## config.mk

```make
export PLATFORM = sky130hd
export DESIGN_NAME = iep_regs
export DESIGN_NICKNAME = d
export VERILOG_FILES = /design/src/core/iep_regs.v
export VERILOG_INCLUDE_DIRS = /design/src /design/src/core
export SDC_FILE = /design/constraint.sdc
export NUM_CORES = 1
export LEC_CHECK = 0
export BUFFER_PORTS_ARGS = -buffer_cell sky130_fd_sc_hd__buf_4
export CELL_PAD_IN_SITES_DETAIL_PLACEMENT = 0
export CELL_PAD_IN_SITES_GLOBAL_PLACEMENT = 1
export CORE_AREA = 2 2 116 163
export CTS_CLUSTER_SIZE = 12
export DETAILED_ROUTE_END_ITERATION = 10
export DIE_AREA = 0 0 118 165
export GPL_ROUTABILITY_DRIVEN = 0
export PLACE_DENSITY_LB_ADDON = 0.25
export REMOVE_ABC_BUFFERS = 1
export SYNTH_ARGS = -nofsm -noshare
export SYNTH_HDL_FRONTEND = slang
export SYNTH_SLANG_ARGS = --single-unit
export TNS_END_PERCENT = 20
```

## constraint.sdc

```tcl
create_clock -name clk_sys -period 15.65 [get_ports clk_sys]
set_input_delay 3.13 -clock clk_sys [delete_from_list [all_inputs] [get_ports clk_sys]]
set_output_delay 3.13 -clock clk_sys [all_outputs]
set_load 0.1 [all_outputs]
```

## src/core/iep_defs.vh

```
`ifndef IEP_DEFS_VH
`define IEP_DEFS_VH

// ==========================================
// Register offsets
`define IEP_OFS_EN0       8'hA8
`define IEP_OFS_EN1       8'hB1
`define IEP_OFS_PRL1      8'hB2
`define IEP_OFS_PRU1      8'hB3
`define IEP_OFS_PRU0      8'hB7
`define IEP_OFS_PRL0      8'hB8
`define IEP_OFS_STATUS    8'hC0
`define IEP_OFS_MASK      8'hC1

// ==========================================
// Field positions and writable masks
`define IEP_BIT_GLOBAL    7
`define IEP_WMASK_EN0     8'hFF
`define IEP_WMASK_GRP0    8'h7F
`define IEP_WMASK_GRP1    8'h57
`define IEP_WMASK_EVT     8'h07
`define IEP_EVT_TAKEN     0
`define IEP_EVT_PREEMPT   1
`define IEP_EVT_BADRET    2

// ==========================================
// Reset values
`define IEP_RST_REG       8'h00
`define IEP_RST_VEC       16'h0000

// ==========================================
// Vector layout
`define IEP_VEC_BASE      16'h0003
`define IEP_VEC_STEP      16'h0008

`endif

```

## src/core/iep_regs.v

```verilog
// Added by the designer: the strobed register port.
`timescale 1ns/10ps
`include "iep_defs.vh"

// Operation
// - All sources are blocked while the global enable bit 7 of the first enable register is zero.
// - With global enable set, a source is forwarded only when its own enable bit is set.
// - First enable register: audio 6, decoder 5, serial 4, timer1 3, ext1 2, timer0 1, ext0 0.
// - Second enable register: USB 6, keypad 4, SPI 2, two-wire 1, card 0.
// - Bits 7, 5 and 3 of the second enable and second upper priority registers read zero.
// - Bit 7 of the first-group priority registers is reserved and never used by the logic.
// - First-group upper priority register holds each source's upper level bit, audio 6 to ext0 0.
// - First-group lower priority register holds each source's lower level bit, audio 6 to ext0 0.
// - Second-group upper priority register: USB 6, keypad 4, SPI 2, two-wire 1, card 0.
// - Second-group lower priority register has the same layout and its reserved bits read zero.
// - Upper and lower bits form a level 0 to 3, with 3 the highest.
// - A handler in service is pre-empted only by a request of strictly higher level.
// - Equal-level requests are chosen by fixed polling order, ext0 first, vectors 8 bytes apart.
module iep_regs #(
    parameter NSRC = 15
) (
    // Clock and reset
    input wire clk_sys,
    input wire reset,
    // Register port
    input wire [7:0] regAddr,
    input wire [7:0] regWrData,
    input wire regWr,
    input wire regRd,
    output reg [7:0] regRdData,
    // Request lines, indexed by polling slot
    input wire [NSRC-1:0] srcReq,
    // Core handshake
    output reg irqReq,
    output reg [15:0] irqVector,
    output reg [1:0] irqLevel,
    input wire irqAck,
    input wire irqReturn,
    output reg [NSRC-1:0] srcAck,
    // Event interrupt
    output wire irqOut
);

    // ==========================================
    // Highest level in service
    function [2:0] topLevel;
        input [3:0] svc;
        begin
            if (svc[3]) begin
                topLevel = 3'b111;
            end else if (svc[2]) begin
                topLevel = 3'b110;
            end else if (svc[1]) begin
                topLevel = 3'b101;
            end else if (svc[0]) begin
                topLevel = 3'b100;
            end else begin
                topLevel = 3'b000;
            end
        end
    endfunction

    // ==========================================
    // Registers
    reg [7:0] enable0_r;
    reg [7:0] enable1_r;
    reg [7:0] prioUpper0_r;
    reg [7:0] prioLower0_r;
    reg [7:0] prioUpper1_r;
    reg [7:0] prioLower1_r;
    reg [7:0] evtStatus_r;
    reg [7:0] evtMask_r;
    reg [3:0] inService_r;
    reg [7:0] evtStatus_nxt;
    reg [3:0] inService_nxt;

    wire wrEn0 = regWr && (regAddr == `IEP_OFS_EN0);
    wire wrEn1 = regWr && (regAddr == `IEP_OFS_EN1);
    wire wrPu0 = regWr && (regAddr == `IEP_OFS_PRU0);
    wire wrPl0 = regWr && (regAddr == `IEP_OFS_PRL0);
    wire wrPu1 = regWr && (regAddr == `IEP_OFS_PRU1);
    wire wrPl1 = regWr && (regAddr == `IEP_OFS_PRL1);
    wire wrMsk = regWr && (regAddr == `IEP_OFS_MASK);
    wire rdSts = regRd && (regAddr == `IEP_OFS_STATUS);

    // ==========================================
    // Per-slot views; reserved slots 10, 12, 14 stay disabled
    wire [NSRC-1:0] slotEn;
    wire [NSRC-1:0] slotUp;
    wire [NSRC-1:0] slotLo;
    assign slotEn = {1'b0, enable1_r[6], 1'b0, enable1_r[4], 1'b0,
                     enable1_r[2:0], enable0_r[6:0]};
    assign slotUp = {1'b0, prioUpper1_r[6], 1'b0, prioUpper1_r[4], 1'b0,
                     prioUpper1_r[2:0], prioUpper0_r[6:0]};
    assign slotLo = {1'b0, prioLower1_r[6], 1'b0, prioLower1_r[4], 1'b0,
                     prioLower1_r[2:0], prioLower0_r[6:0]};

    wire globalEn = enable0_r[`IEP_BIT_GLOBAL];
    wire [NSRC-1:0] cand;
    wire [2*NSRC-1:0] slotLvl;

    genvar g;
    generate
        for (g = 0; g < NSRC; g = g + 1) begin : gSlot
            assign cand[g] = globalEn && slotEn[g] && srcReq[g];
            assign slotLvl[2*g+1:2*g] = {slotUp[g], slotLo[g]};
        end
    endgenerate

    // ==========================================
    // Arbitration
    reg found;
    reg [1:0] bestLvl;
    reg [3:0] bestIdx;
    integer i;
    always @* begin
        found = 1'b0;
        bestLvl = 2'b00;
        bestIdx = 4'h0;
        // Downward scan so the lowest slot wins ties
        for (i = NSRC - 1; i >= 0; i = i - 1) begin
            if (cand[i] && (!found || slotLvl[2*i+1 -: 2] >= bestLvl)) begin
                found = 1'b1;
                bestLvl = slotLvl[2*i+1 -: 2];
                bestIdx = i[3:0];
            end
        end
    end

    wire [2:0] curTop = topLevel(inService_r);
    wire permit = found && (!curTop[2] || bestLvl > curTop[1:0]);
    wire take = irqAck && irqReq;
    wire [15:0] vecCalc = `IEP_VEC_BASE + ({12'h000, bestIdx} * `IEP_VEC_STEP);
    reg [3:0] takenIdx_r;

    // ==========================================
    // Service stack and events
    always @* begin
        inService_nxt = inService_r;
        evtStatus_nxt = evtStatus_r;
        if (rdSts) begin
            evtStatus_nxt = 8'h00;
        end
        if (irqReturn) begin
            if (curTop[2]) begin
                inService_nxt[curTop[1:0]] = 1'b0;
            end else begin
                evtStatus_nxt[`IEP_EVT_BADRET] = 1'b1;
            end
        end
        if (take) begin
            inService_nxt[irqLevel] = 1'b1;
            evtStatus_nxt[`IEP_EVT_TAKEN] = 1'b1;
            if (curTop[2]) begin
                evtStatus_nxt[`IEP_EVT_PREEMPT] = 1'b1;
            end
        end
    end

    assign irqOut = |(evtStatus_r & evtMask_r);

    // ==========================================
    // Register file
    // Enable register, group 0
    always @(posedge clk_sys or posedge reset) begin
        if (reset) begin
            enable0_r <= `IEP_RST_REG;
        end else if (wrEn0) begin
            enable0_r <= regWrData & `IEP_WMASK_EN0;
        end
    end

    // Enable register, group 1
    always @(posedge clk_sys or posedge reset) begin
        if (reset) begin
            enable1_r <= `IEP_RST_REG;
        end else if (wrEn1) begin
            enable1_r <= regWrData & `IEP_WMASK_GRP1;
        end
    end

    // Upper priority bits, group 0
    always @(posedge clk_sys or posedge reset) begin
        if (reset) begin
            prioUpper0_r <= `IEP_RST_REG;
        end else if (wrPu0) begin
            prioUpper0_r <= regWrData & `IEP_WMASK_GRP0;
        end
    end

    // Lower priority bits, group 0
    always @(posedge clk_sys or posedge reset) begin
        if (reset) begin
            prioLower0_r <= `IEP_RST_REG;
        end else if (wrPl0) begin
            prioLower0_r <= regWrData & `IEP_WMASK_GRP0;
        end
    end

    // Upper priority bits, group 1
    always @(posedge clk_sys or posedge reset) begin
        if (reset) begin
            prioUpper1_r <= `IEP_RST_REG;
        end else if (wrPu1) begin
            prioUpper1_r <= regWrData & `IEP_WMASK_GRP1;
        end
    end

    // Lower priority bits, group 1
    always @(posedge clk_sys or posedge reset) begin
        if (reset) begin
            prioLower1_r <= `IEP_RST_REG;
        end else if (wrPl1) begin
            prioLower1_r <= regWrData & `IEP_WMASK_GRP1;
        end
    end

    // Event mask
    always @(posedge clk_sys or posedge reset) begin
        if (reset) begin
            evtMask_r <= `IEP_RST_REG;
        end else if (wrMsk) begin
            evtMask_r <= regWrData & `IEP_WMASK_EVT;
        end
    end

    // Event status and service stack
    always @(posedge clk_sys or posedge reset) begin
        if (reset) begin
            evtStatus_r <= `IEP_RST_REG;
            inService_r <= 4'h0;
        end else begin
            evtStatus_r <= evtStatus_nxt;
            inService_r <= inService_nxt;
        end
    end

    // ==========================================
    // Core handshake
    always @(posedge clk_sys or posedge reset) begin
        if (reset) begin
            irqReq <= 1'b0;
            irqVector <= `IEP_RST_VEC;
            irqLevel <= 2'b00;
            takenIdx_r <= 4'h0;
            srcAck <= {NSRC{1'b0}};
        end else begin
            // Request dropped for the cycle after the ack so one grant per ack
            irqReq <= permit && !take;
            irqVector <= vecCalc;
            irqLevel <= bestLvl;
            takenIdx_r <= bestIdx;
            srcAck <= {NSRC{1'b0}};
            if (take) begin
                srcAck[takenIdx_r] <= 1'b1;
            end
        end
    end

    // ==========================================
    // Read port
    function [7:0] readMux;
        input [7:0] addr;
        begin
            case (addr)
                `IEP_OFS_EN0: readMux = enable0_r;
                `IEP_OFS_EN1: readMux = enable1_r;
                `IEP_OFS_PRU0: readMux = prioUpper0_r;
                `IEP_OFS_PRL0: readMux = prioLower0_r;
                `IEP_OFS_PRU1: readMux = prioUpper1_r;
                `IEP_OFS_PRL1: readMux = prioLower1_r;
                `IEP_OFS_STATUS: readMux = evtStatus_r;
                `IEP_OFS_MASK: readMux = evtMask_r;
                default: readMux = 8'h00;
            endcase
        end
    endfunction

    // Data stand one cycle after the strobe, zero otherwise
    always @(posedge clk_sys or posedge reset) begin
        if (reset) begin
            regRdData <= `IEP_RST_REG;
        end else if (regRd) begin
            regRdData <= readMux(regAddr);
        end else begin
            regRdData <= 8'h00;
        end
    end

endmodule // iep_regs

```

==> metrics.cfg <==
[outcome]
status = complete, but fails checks
violations = negative setup slack

[sta]
max_freq_ghz = 0.06350
slew-limit-headroom = 0.3274
setup_viol = 1
hold_violations = 0
period_needed_ps = 15750
fin_ws_ps = -97.61
finClkSkew_ps = 7.414
period_share = 1.006
worst_slew_pin_slew_ps = 1009
rsz0062_at_grt = yes
hold_ws_ps = 511.0
drv_slew = 0

[floorplan]
row_count = 58
die_h_um = 165
die-area_um2 = 19470
die_w_um = 118
ios = 80
core_area_um2 = 17920
start_util = 0.2467

[routing]
vias = 3968
drtIter0Drc = 207
ant_nets = 0
wire_per_inst_um = 17.10
post-route-drc-count = 0
vias_per_cell = 4.821
firstDrtPassIters = 5
wl_um = 14070

[pwr]
p_per_area_nw_per_um2 = 73.03
vdd_ir_drop_max_mv = 0.04004
p_total_w = 0.0004755
power.leakage_nw = 2.994

[synth]
synth_edf_count = 0
yosys-top-cells-area = dfrtp_1 44%, mux2_2 10%, ha_1 5.4%
ys_types = 60
synth_top_family_by_area = simple AND/OR/NAND/NOR gates
yosys.area_share.simple = 0.1805
synth_flop_cell = dfrtp_1
ys_seq_area_frac = 0.4414
synth-xor-area-share = 0
async_flop_share = 1.000
synth_compound_area_frac = 0.1672
synthAdderAreaFrac = 0.05376
synth_most_common_cell = dfrtp_1
yosys_warnings = 0
synth.area.mux_share = 0.1087
synth_seq_cells = 78
synthesis.area_um2 = 4422
synth_top_area_frac = 0.4414
yosys-top-cells-count = 78 x dfrtp_1, 42 x nand2_1, 40 x mux2_2, 34 x nor2_1, 23 x a21oi_1
syn-mean-instance-area_um2 = 9.981
synth_area_leader_cell = dfrtp_1
synth_cells = 443

[global_routing]
antenna_found_initial = 0
grt-ovfl-total = 0
grt_pass1_wl_um = 21960
grt_use_total = 0.1461
grt_pass1_vias = 4144
grt_start_max_net_pins = 79

[clock_network]
clock_latency_ps = 340
clkSinkCount = 78
clkSlewWorstSetupHoldPaths_ps = 60
cts.htree.levels = 3
cts_max_path_buffers = 2
cts_tree = built
cts_hold_buffers = 0
cts-root-buf = clkbuf_16
cts_made_buffers = 9

[worst_setup_path]
crit_fanout = 4
cpPeakStageDelay_ps = 410
worst_path_most_repeated_cell = nand2b_4
worst_ep_arrival_time_ps = 15980
reg2reg_slack_ps = 2220
reg2reg_depth = 73
crit_required_ps = 15880
path_class = in2reg
rr_startpoint = enable0_r[7]
r2r_end = irqReq
cp_slowest_cell = or3b_4
end_kind = flop
startpoint_type = input pin

[min_path]
holdCritPathClass = reg2reg
hold_end = evtStatus_r[2]
hold_depth = 1
hold_start = inService_r[0]

[place]
port_buffers = 66
placed_area_um2 = 5461
dp_cells = 781
hpwl_um = 10190
pre_cts_slack_ps = -1850

[layout]
drive_gt1_frac = 0.4648
fin_cells = 823
synthToLayoutAreaGrowth_pct = 47.26
antennaDiodeCount = 0
nets = 634
fillerInstances = 1817
final_cell_area_um2 = 6511

[flow_run]
cap_violations = 0

==> power breakdown <==
part	total (W)	internal, W	switching, W
Sequential	0.000216	0.000208	0.00000803
Clock	0.000200	0.000116	0.0000835
Combinational	0.0000597	0.0000209	0.0000387
Total	0.000476	0.000345	0.000130
==> how the worst max path moves through the flow <==
stage | startpoint | to | slack, ps
final | srcReq[13] | irqReq | -100
after global routing | srcReq[13] | irqReq | -760
after CTS | srcReq[13] | irqReq | -190
after detailed placement | srcReq[13] | irqReq | -1850
after global placement | srcReq[13] | irqReq | -1650
after floorplan | srcReq[13] | irqReq | -760
==> worst max-delay path: cells and delay by family <==
family	cells	cell delay, ps
compound gates	30	4870
buf+inv	3	400
simple gates	25	3280
fa+ha+maj	12	2960
mux	4	1320
==> cell type report <==
type	instances	area, um2	area share
inverters	22	83.83	0.01287
well taps	240	300.3	0.04612
multi-input cells	332	2855	0.4385
clock inverters	4	31.28	0.004804
clock buffers	12	256.5	0.03939
flip-flops and latches	78	1952	0.2998
repair buffers	135	1032	0.1585
==> cell usage in the layout, fill, tap and decap left out, drive strengths merged, types with 8 or more instances in the layout <==
cell	instances
mux2	42
inv	21
o21ai	16
a31oi	10
nand3	16
a21oi	24
nand2	42
clkbuf	12
nand2b	15
dfrtp	78
conb	11
a22oi	8
nor3	11
ha	19
buf	135
nor2	34
==> stage by stage <==
stage,util,setup TNS [ps]
finish,0.3633,-97.61
global route,0.3633,-1928
CTS,0.3518,-192.5
detailed placement,0.3047,-9173
global placement,0.3047,-7478
floorplan,-,-1691
==> repair_timing <==
action	CTS	global route
setup buffers	22	7
cloned	0	0
resized for setup	70	32
endpoints found under the setup margin	7	7
pin swaps	47	45
==> kinds of logic after synthesis <==
group / count (synthesis)
AOI/OAI and AO/OA: 104
buffers and inverters: 42
DFF: 78
muxes: 42
adders and majority gates: 19
other: 2
and+or+nand+nor: 156
==> layer usage <==
metal,up-vias,GRT usage,wire length (um)
met5,-,0,0
met4,0,0.07174,536
met3,19,0.02314,388
met2,95,0.2791,7707
met1,1976,0.1556,5440
li1,1878,-,-
==> sequential cells by signal (all words and copies together), names as in the netlist <==
| signal | count |
|---|---|
| prioUpper0_r | 7 |
| regRdData | 8 |
| evtMask_r | 3 |
| takenIdx_r | 4 |
| enable1_r | 5 |
| inService_r | 4 |
| irqLevel | 2 |
| prioUpper1_r | 5 |
| prioLower1_r | 5 |
| irqVector | 1 |
| enable0_r | 8 |
| prioLower0_r | 7 |
| evtStatus_r | 3 |
| irqReq | 1 |
| srcAck | 15 |
Note: power is estimated with default switching activity, not from simulation.
